File: src/core/suel_regs.svh
`ifndef SUEL_REGS_SVH
`define SUEL_REGS_SVH

// Register offsets on the plain register port
`define SUEL_ADDR_W        4
`define SUEL_OFF_EVENT     4'h0
`define SUEL_OFF_MASK      4'h1
`define SUEL_OFF_CTRL      4'h2
`define SUEL_OFF_BAUD      4'h3
`define SUEL_OFF_CMD       4'h4
`define SUEL_OFF_STATUS    4'h5
`define SUEL_OFF_RXFREE    4'h6
`define SUEL_OFF_TXLEN     4'h7
`define SUEL_OFF_RXDATA    4'h8
`define SUEL_OFF_TXDATA    4'h9
`define SUEL_OFF_RXLEN     4'hA
`define SUEL_OFF_INSVC     4'hB

// Event flag bit positions; 7, 5 and 3 stay reserved
`define SUEL_EV_RX         0
`define SUEL_EV_TX         1
`define SUEL_EV_BSY        2
`define SUEL_EV_BRK        4
`define SUEL_EV_BREAK_END_FLAG       6
`define SUEL_EV_USED       8'h57

// Control bits
`define SUEL_CTRL_REN      0
`define SUEL_CTRL_TEN      1

// Command codes
`define SUEL_CMD_CLOSE_RX  8'h01
`define SUEL_CMD_DISABLE   8'h02

// Reset values
`define SUEL_BAUD_RST      16'h000A
`define SUEL_BUF_LEN_RST   8'h08

// Oversampling: sixteen ticks per bit
`define SUEL_OVS           16
`define SUEL_MID_TICK      4'h7
`define SUEL_LAST_TICK     4'hF

`endif

File: src/core/suel_pkg.sv
package suel_pkg;

    // Receive bit engine states
    typedef enum logic [2:0] {
        RX_IDLE,
        RX_START,
        RX_DATA,
        RX_STOP,
        RX_BREAK
    } suel_rx_e;

    // Transmit bit engine states
    typedef enum logic [1:0] {
        TX_IDLE,
        TX_START,
        TX_DATA,
        TX_STOP
    } suel_tx_e;

    // Register port request bundle
    typedef struct packed {
        logic [3:0]  addr;
        logic [15:0] wdata;
        logic        wr;
        logic        rd;
    } suel_req_s;

    // Whole block state
    typedef struct packed {
        suel_rx_e    rx_st;
        suel_tx_e    tx_st;
        logic        rxd_m;
        logic        rxd_s;
        logic [15:0] rx_div;
        logic [3:0]  rx_tick;
        logic [2:0]  rx_bit;
        logic [7:0]  rx_sh;
        logic        brk_seen;
        logic        rx_dropping;
        logic [15:0] tx_div;
        logic [3:0]  tx_tick;
        logic [2:0]  tx_bit;
        logic [7:0]  tx_sh;
        logic        txd;
        logic [7:0]  tx_q;
        logic        tx_q_full;
        logic [7:0]  tx_left;
        logic        tx_open;
        logic [7:0]  event_r;
        logic [7:0]  mask_r;
        logic [1:0]  ctrl_r;
        logic [15:0] baud_r;
        logic [3:0]  rx_free;
        logic        rx_open;
        logic [7:0]  rx_cnt;
        logic [7:0]  rx_last;
        logic [7:0]  rx_len_r;
        logic [7:0]  rx_data_r;
        logic        insvc;
        logic [15:0] rdata;
    } suel_state_s;

endpackage

File: src/core/suel_uart_events.sv
`timescale 1ns/1ps
`include "suel_regs.svh"
// Summary of operation
// RL1 - Break end after one idle bit
// RL2 - Break flag once per break
// RL3 - Busy flag at mid stop, no buffer
// RL4 - Resume storing once buffer supplied
// RL5 - Tx flag when last char queued
// RL6 - Software waits two chars after tx flag
// RL7 - Rx flag at mid last stop bit
// RL8 - Event bits 7, 5, 3 reserved
// RL9 - Software uses disable sequence for changes
// RL10 - Disable closes buffers in use
// RL11 - Baud rate writable while running
// RL12 - Nested interrupt tracked by in-service bit
// RL13 - Software may force receive buffer closed
// RL14 - Flags sticky, masked onto interrupt
module suel_uart_events
    import suel_pkg::*;
#(
    parameter int BUF_LEN = 8  // Characters per receive buffer
)(
    input  wire logic        mclk,
    input  wire logic        resetn,
    input  wire logic [3:0]  addr,
    input  wire logic [15:0] wdata,
    input  wire logic        wr_stb,
    input  wire logic        rd_stb,
    output logic      [15:0] rdata,
    input  wire logic        rxd,
    output logic             txd,
    output logic             irq
);

    suel_state_s s_r;    // Registered state
    suel_state_s s_nxt;  // Next state
    suel_req_s   req;    // Bundled request

    assign req = '{addr: addr, wdata: wdata, wr: wr_stb, rd: rd_stb};

    // Mask and reserved-bit filter for interrupt
    function automatic logic pending(input logic [7:0] ev,
                                     input logic [7:0] msk);
        pending = |(ev & msk & `SUEL_EV_USED);
    endfunction

    // Baud divider wrap test
    function automatic logic div_wrap(input logic [15:0] cnt,
                                      input logic [15:0] lim);
        div_wrap = (cnt >= lim);
    endfunction

    // Next-state logic for the whole block
    always_comb begin
        logic [7:0] ev_set;  // Events raised this cycle
        logic [7:0] ev_clr;  // Write-one-to-clear
        logic       rx_tk;   // Receive oversample tick
        logic       tx_tk;   // Transmit oversample tick
        logic       mid;     // Middle of a bit
        logic       close;   // Receive buffer closes
        logic       ren;
        logic       ten;
        ev_set = 8'h00;
        ev_clr = 8'h00;
        close  = 1'b0;
        s_nxt  = s_r;
        ren    = s_r.ctrl_r[`SUEL_CTRL_REN];
        ten    = s_r.ctrl_r[`SUEL_CTRL_TEN];
        s_nxt.rdata = 16'h0000;

        // Pin synchroniser, second stage alone is read
        s_nxt.rxd_m = rxd;
        s_nxt.rxd_s = s_r.rxd_m;

        // Baud dividers; a new divisor is compared at once, in the period in progress
        rx_tk = div_wrap(s_r.rx_div, s_r.baud_r);
        tx_tk = div_wrap(s_r.tx_div, s_r.baud_r);
        s_nxt.rx_div = rx_tk ? 16'h0000 : s_r.rx_div + 16'h0001;
        s_nxt.tx_div = tx_tk ? 16'h0000 : s_r.tx_div + 16'h0001;
        mid = rx_tk && (s_r.rx_tick == `SUEL_MID_TICK);

        // Receive engine
        if (rx_tk) begin
            s_nxt.rx_tick = s_r.rx_tick + 4'h1;
        end
        case (s_r.rx_st)
            RX_IDLE: begin
                // Low line level begins a start bit
                if (ren && !s_r.rxd_s) begin
                    s_nxt.rx_st   = RX_START;
                    s_nxt.rx_tick = 4'h0;
                end
            end
            RX_START: begin
                if (mid) begin
                    s_nxt.rx_st   = s_r.rxd_s ? RX_IDLE : RX_DATA;
                    s_nxt.rx_tick = 4'h8;
                    s_nxt.rx_bit  = 3'h0;
                end
            end
            RX_DATA: begin
                if (mid) begin
                    s_nxt.rx_sh  = {s_r.rxd_s, s_r.rx_sh[7:1]};
                    s_nxt.rx_bit = s_r.rx_bit + 3'h1;
                    if (s_r.rx_bit == 3'h7) begin
                        s_nxt.rx_st = RX_STOP;
                    end
                end
            end
            RX_STOP: begin
                // Decisions are taken at the middle of the stop bit
                if (mid) begin
                    s_nxt.rx_st = RX_IDLE;
                    if (!s_r.rxd_s && s_r.rx_sh == 8'h00) begin
                        // RL2 once per break
                        if (!s_r.brk_seen) begin
                            ev_set[`SUEL_EV_BRK] = 1'b1;
                        end
                        s_nxt.brk_seen = 1'b1;
                        s_nxt.rx_st    = RX_BREAK;
                    end else if (!s_r.rx_open &&
                                 s_r.rx_free == 4'h0) begin
                        // RL3 first dropped character only
                        if (!s_r.rx_dropping) begin
                            ev_set[`SUEL_EV_BSY] = 1'b1;
                        end
                        s_nxt.rx_dropping = 1'b1;
                    end else begin
                        // RL4 store into available buffer
                        s_nxt.rx_dropping = 1'b0;
                        s_nxt.rx_data_r   = s_r.rx_sh;
                        s_nxt.rx_cnt      = s_r.rx_cnt + 8'h01;
                        if (!s_r.rx_open) begin
                            s_nxt.rx_open = 1'b1;
                            s_nxt.rx_free = s_r.rx_free - 4'h1;
                            s_nxt.rx_cnt  = 8'h01;
                        end
                        // RL7 close at mid last stop bit
                        if (s_r.rx_open && s_r.rx_cnt ==
                            8'(BUF_LEN - 1)) begin
                            close = 1'b1;
                        end
                    end
                end
            end
            RX_BREAK: begin
                // RL1 end flagged after one idle bit
                if (!s_r.rxd_s) begin
                    s_nxt.rx_tick = 4'h0;
                end else if (rx_tk && s_r.rx_tick == `SUEL_LAST_TICK) begin
                    ev_set[`SUEL_EV_BREAK_END_FLAG] = 1'b1;
                    s_nxt.brk_seen = 1'b0;
                    s_nxt.rx_st    = RX_IDLE;
                end
            end
            default: s_nxt.rx_st = RX_IDLE;
        endcase

        // Transmit engine
        if (tx_tk) begin
            s_nxt.tx_tick = s_r.tx_tick + 4'h1;
        end
        case (s_r.tx_st)
            TX_IDLE: begin
                s_nxt.txd = 1'b1;
                if (ten && s_r.tx_q_full && tx_tk) begin
                    s_nxt.tx_sh     = s_r.tx_q;
                    s_nxt.tx_q_full = 1'b0;
                    s_nxt.tx_tick   = 4'h0;
                    s_nxt.txd       = 1'b0;
                    s_nxt.tx_st     = TX_START;
                end
            end
            TX_START: begin
                if (tx_tk && s_r.tx_tick == `SUEL_LAST_TICK) begin
                    s_nxt.txd    = s_r.tx_sh[0];
                    s_nxt.tx_bit = 3'h0;
                    s_nxt.tx_st  = TX_DATA;
                end
            end
            TX_DATA: begin
                if (tx_tk && s_r.tx_tick == `SUEL_LAST_TICK) begin
                    s_nxt.tx_sh  = {1'b1, s_r.tx_sh[7:1]};
                    s_nxt.txd    = s_r.tx_sh[1];
                    s_nxt.tx_bit = s_r.tx_bit + 3'h1;
                    if (s_r.tx_bit == 3'h7) begin
                        s_nxt.txd   = 1'b1;
                        s_nxt.tx_st = TX_STOP;
                    end
                end
            end
            TX_STOP: begin
                if (tx_tk && s_r.tx_tick == `SUEL_LAST_TICK) begin
                    s_nxt.tx_st = TX_IDLE;
                end
            end
            default: s_nxt.tx_st = TX_IDLE;
        endcase

        // Register reads, data one cycle later
        if (req.rd) begin
            case (req.addr)
                `SUEL_OFF_EVENT:  s_nxt.rdata = {8'h00, s_r.event_r};
                `SUEL_OFF_MASK:   s_nxt.rdata = {8'h00, s_r.mask_r};
                `SUEL_OFF_CTRL:   s_nxt.rdata = {14'h0000, s_r.ctrl_r};
                `SUEL_OFF_BAUD:   s_nxt.rdata = s_r.baud_r;
                `SUEL_OFF_STATUS: s_nxt.rdata = {12'h000,
                    s_r.tx_st != TX_IDLE, s_r.tx_q_full,
                    s_r.rx_dropping, s_r.rx_open};
                `SUEL_OFF_RXFREE: s_nxt.rdata = {12'h000, s_r.rx_free};
                `SUEL_OFF_TXLEN:  s_nxt.rdata = {8'h00, s_r.tx_left};
                `SUEL_OFF_RXDATA: s_nxt.rdata = {8'h00, s_r.rx_data_r};
                `SUEL_OFF_RXLEN:  s_nxt.rdata = {8'h00, s_r.rx_len_r};
                `SUEL_OFF_INSVC:  s_nxt.rdata = {15'h0000, s_r.insvc};
                default:          s_nxt.rdata = 16'h0000;
            endcase
        end

        // Register writes
        if (req.wr) begin
            case (req.addr)
                `SUEL_OFF_EVENT: ev_clr = req.wdata[7:0];
                `SUEL_OFF_MASK:  s_nxt.mask_r = req.wdata[7:0];
                `SUEL_OFF_CTRL:  s_nxt.ctrl_r = req.wdata[1:0];
                // RL11 baud writable while running
                `SUEL_OFF_BAUD:  s_nxt.baud_r = req.wdata;
                `SUEL_OFF_RXFREE: begin
                    // RL4 supplying a buffer; dropping ends at the next stored char
                    if (s_r.rx_free != 4'hF) begin
                        s_nxt.rx_free = s_r.rx_free + 4'h1;
                    end
                end
                `SUEL_OFF_TXLEN: begin
                    s_nxt.tx_left = req.wdata[7:0];
                    s_nxt.tx_open = (req.wdata[7:0] != 8'h00);
                end
                `SUEL_OFF_TXDATA: begin
                    // Writes while the queue is full are ignored
                    if (s_r.tx_open && !s_r.tx_q_full) begin
                        s_nxt.tx_q      = req.wdata[7:0];
                        s_nxt.tx_q_full = 1'b1;
                        s_nxt.tx_left   = s_r.tx_left - 8'h01;
                        // RL5 flag when last char queued
                        if (s_r.tx_left == 8'h01) begin
                            ev_set[`SUEL_EV_TX] = 1'b1;
                            s_nxt.tx_open = 1'b0;
                        end
                    end
                end
                `SUEL_OFF_INSVC: begin
                    // RL12 in-service cleared by writing one
                    if (req.wdata[0]) begin
                        s_nxt.insvc = 1'b0;
                    end
                end
                `SUEL_OFF_CMD: begin
                    if (req.wdata[7:0] == `SUEL_CMD_CLOSE_RX &&
                        s_r.rx_open) begin
                        close = 1'b1;
                    end else if (req.wdata[7:0] == `SUEL_CMD_DISABLE) begin
                        // RL10 close buffers in use
                        s_nxt.ctrl_r  = 2'b00;
                        s_nxt.tx_open = 1'b0;
                        s_nxt.tx_left = 8'h00;
                        s_nxt.tx_q_full = 1'b0;
                        s_nxt.rx_st   = RX_IDLE;
                        s_nxt.tx_st   = TX_IDLE;
                        s_nxt.txd     = 1'b1;
                        if (s_r.rx_open) begin
                            close = 1'b1;
                        end
                    end
                end
                default: ;
            endcase
        end

        // Receive buffer close reports its length
        if (close) begin
            ev_set[`SUEL_EV_RX] = 1'b1;
            s_nxt.rx_open  = 1'b0;
            s_nxt.rx_len_r = s_nxt.rx_cnt;
        end

        // RL14 sticky flags, set wins over clear
        // RL8 reserved bits never set
        s_nxt.event_r = ((s_r.event_r & ~ev_clr) | ev_set)
                        & `SUEL_EV_USED;

        // RL12 in-service raised on acceptance outside service: event read while pending
        if (pending(s_r.event_r, s_r.mask_r) && !s_r.insvc &&
            req.rd && req.addr == `SUEL_OFF_EVENT) begin
            s_nxt.insvc = 1'b1;
        end
    end

    // State register
    always_ff @(posedge mclk or negedge resetn) begin
        if (!resetn) begin
            s_r        <= '0;
            s_r.rxd_m  <= 1'b1;
            s_r.rxd_s  <= 1'b1;
            s_r.txd    <= 1'b1;
            s_r.baud_r <= `SUEL_BAUD_RST;
            s_r.rx_st  <= RX_IDLE;
            s_r.tx_st  <= TX_IDLE;
        end else begin
            s_r <= s_nxt;
        end
    end

    // rdata and txd from flip-flops; irq combinational from event_r and mask_r
    assign rdata = s_r.rdata;
    assign txd   = s_r.txd;
    // RL14 masked interrupt output
    assign irq   = pending(s_r.event_r, s_r.mask_r);

endmodule

File: config.mk
export PLATFORM = sky130hd
export DESIGN_NAME = suel_uart_events
export DESIGN_NICKNAME = d
export VERILOG_FILES = /design/src/core/suel_pkg.sv /design/src/core/suel_uart_events.sv
export VERILOG_INCLUDE_DIRS = /design/src /design/src/core
export SDC_FILE = /design/constraint.sdc
export NUM_CORES = 1
export LEC_CHECK = 0
export BUFFER_PORTS_ARGS = -buffer_cell sky130_fd_sc_hd__clkbuf_2
export CAP_MARGIN = 0
export CORE_MARGIN = 1.5
export CORE_UTILIZATION = 56
export DETAILED_ROUTE_END_ITERATION = 16
export GPL_ROUTABILITY_DRIVEN = 0
export PLACE_DENSITY_LB_ADDON = 0.05
export SYNTH_ARGS = -nofsm -noshare
export SYNTH_HDL_FRONTEND = slang
export SYNTH_SLANG_ARGS = --single-unit
File: constraint.sdc
create_clock -name mclk -period 2.65 [get_ports mclk]
set_input_delay 0.265 -clock mclk [delete_from_list [all_inputs] [get_ports mclk]]
set_output_delay 0.265 -clock mclk [all_outputs]
set_load 0.05 [all_outputs]
==> results.yml <==
synthesis:
  ys_async_sr_fraction_pct: 100
  syn_inst: 858
  yosysMostFrequentCell: "dfrtp_1"
  synth.yosys.warnings: 0
  synth-main-ff-cell: "dfrtp_1"
  synth.area.top_cells: "dfrtp_1 (46%), mux2_2 (7.1%), ha_1 (6.5%)"
  yosysSeqAreaShare_pct: 47.4
  synth_top_cell_by_area: "dfrtp_1"
  synth_nets: 929
  synth_edf_count: 0
  synth.avg_cell_area_um2: 10.3
  ys_ff_latch: 167
  synth.distinct_cells: 68
  ys_top_cells_by_count: "dfrtp_1 (162), nor2_1 (84), mux2_2 (56), nand2_1 (49), ha_1 (46)"
  yosysTopAreaCellShare_pct: 45.9
  syn_area_um2: 8830
floorplan:
  die_area_um2: 16500
  io_pins: 43
  coreArea_um2: 15300
  initial_utilization_pct: 57.7
  die_x_um: 129
  die_y_um: 129
  rows: 45
clocking:
  clk_path_buf_depth: 2
  cts_tree: "built"
  htree_num_levels: 4
  cts_buffers: 17
  path_clk_slew_ns: 0.07
  insertion_delay_ns: 0.44
  clock_sinks: 167
  root_buffer: "clkbuf_16"
run_status:
  status: "finished clean"
global_routing:
  overflow: 0
  grt_max_degree: 64
  grt_pass1_vias: 6840
  grt_pass1_wl_mm: 35.1
  grt_usage_pct: 27.5
  antenna_found_initial: 0
route:
  first_pass_iters: 5
  ant_nets: 0
  drc: 0
  wl_per_cell_um: 19.0
  vias: 6975
  wirelength_mm: 21.8
  vias_per_cell: 6.08
  drt-initial-drc-count: 539
finish:
  diodes: 0
  nNetsFinal: 995
  areaGrowthSynthToFinish_pct: 16.5
  drive_gt1_share_pct: 24.2
  post-route-util_pct: 67.2
flow_run:
  drv_cap: 0
sta:
  min_period_ns: 2.57
  finalSetupViolCount: 0
  tightest_slew_ns: 0.944
  max_freq_mhz: 389
  slew_headroom_pct: 35.4
  fin_worst_skew_ns: 0.0127
  finalHoldViolCount: 0
  final.setup.worst_slack_ns: 0.0765
  slew_violations: 0
  period_share_pct: 97.1
setup_path:
  crit_type: "flop to flop"
  slowest_stage: "dfstp_2"
  path_max_fanout: 6
  crit_chain: "inv_2 > ha_4 > nand2_2 > o21ai_2 > a211oi_2 > o211a_4 > or3b_4 > buf_6 > o31a_1 > a31o_2"
  cp-end-kind: "flop"
  cpPeakStageDelay_ns: 0.53
  start_kind: "flop"
  critical-path-top-delay-family: "compound AO/OA/AOI/OAI gates"
  arrival_ns: 2.90
  worst-path-buf-inv: 2
  crit_required_ns: 2.97
place:
  dpl.hpwl_mm: 15.5
  port_buffers: 42
  pre_cts_slack_ns: -0.0751
worst_hold_path:
  hp-class: "primary input to flop"
pwr:
  p_leak_nw: 4.89
  p_per_area_nw_per_um2: 741
  peakVddDrop_v: 0.000546
-- layout make-up --
class	instances	area (µm²)
Timing Repair Buffer	96	664
Fill cell	1210	5020
Clock inverter	15	188
Inverter	38	143
Tap cell	211	264
Sequential cell	167	4190
Multi-Input combinational cell	604	4420
Clock buffer	17	425
-- placed cells by master, fill, tap and decap left out, drive strengths merged, types with 35 or more instances in the layout --
master,n
dfrtp,162
nor2,84
clkbuf,58
mux2,56
buf,53
nand2,49
ha,46
inv,45
o21ai,44
nand3,35
-- report_power, final --
| group | total (W) | internal (W) | leakage [nW] | switching (W) |
|---|---|---|---|---|
| logic | 0.00174 | 0.000789 | 2.42 | 0.000954 |
| clock network | 0.00259 | 0.00150 | 0.297 | 0.00109 |
| registers | 0.00329 | 0.00291 | 2.18 | 0.000382 |
-- worst paths after layout --
kind	start	end	slack (ns)	cells after the start
hold / removal	wdata[10]	s_r[64]	0.05	2
min in group asynchronous	resetn	s_r[115]	0.39	2
setup / recovery	s_r[55]	s_r[149]	0.08	10
max in group asynchronous	resetn	s_r[171]	1.47	3
hold reg to reg	s_nxt[171]	s_r[171]	0.36	0
setup reg to reg	s_r[55]	s_r[149]	0.08	10
-- layer usage --
| metal | global-route usage [%] | vias to the layer above | routed length (µm) | share of wire [%] |
|---|---|---|---|---|
| li1 | - | 3221 | - | - |
| met1 | 36.7 | 3446 | 9680 | 44 |
| met3 | 5.28 | 56 | 1140 | 5.2 |
| met2 | 44.5 | 252 | 10400 | 47 |
| met4 | 10.8 | 0 | 659 | 3.0 |
| met5 | 0 | - | 0 | 0 |
-- worst register-to-register path: cells and delay by family (launching register included) --
family	cells	cell delay (ns)
DFF	1	0.53
adders and majority gates	1	0.25
AOI/OAI and AO/OA	5	1.04
and+or+nand+nor	2	0.44
buffers and inverters	2	0.19
-- cell families (layout without fill, tap and decap cells) --
family,count (synthesis),after routing,synth area share [%]
and+or+nand+nor,283,283,16.0
DFF,167,167,47.4
xor gates and xnor gates,34,34,3.37
AOI/OAI and AO/OA,174,174,13.9
buffers and inverters,87,166,4.50
muxes,67,67,8.38
adders and majority gates,46,46,6.51
-- flip-flops by register name (all words and copies together) (netlist names) --
signal  cells
rdata      16
txd         1
s_nxt       1
s_r       149
-- stage by stage --
step | cells | TNS [ns] | power (W) | area [µm²] | hold WS [ns]
floorplan | 858 | 0 | 0.00428 | 8830 | -0.0306
global placement | 1103 | -0.123 | 0.00478 | 9390 | 0.285
detailed placement | 1103 | -0.864 | 0.00489 | 9390 | 0.297
CTS | 1137 | 0 | 0.00753 | 10000 | 0.0463
global route | 1148 | -0.0482 | 0.00804 | 10300 | 0.0503
finish | 1148 | 0 | 0.00763 | 10300 | 0.0528
-- what timing repair did --
action	CTS	global route
setup buffers	0	10
endpoints found under the hold margin	59	0
gates cloned	0	1
resized for setup	6	40
hold buffers	2	0
pin swaps	1	18
endpoints found under the setup margin	25	42
(Power assumes the default switching activity.)
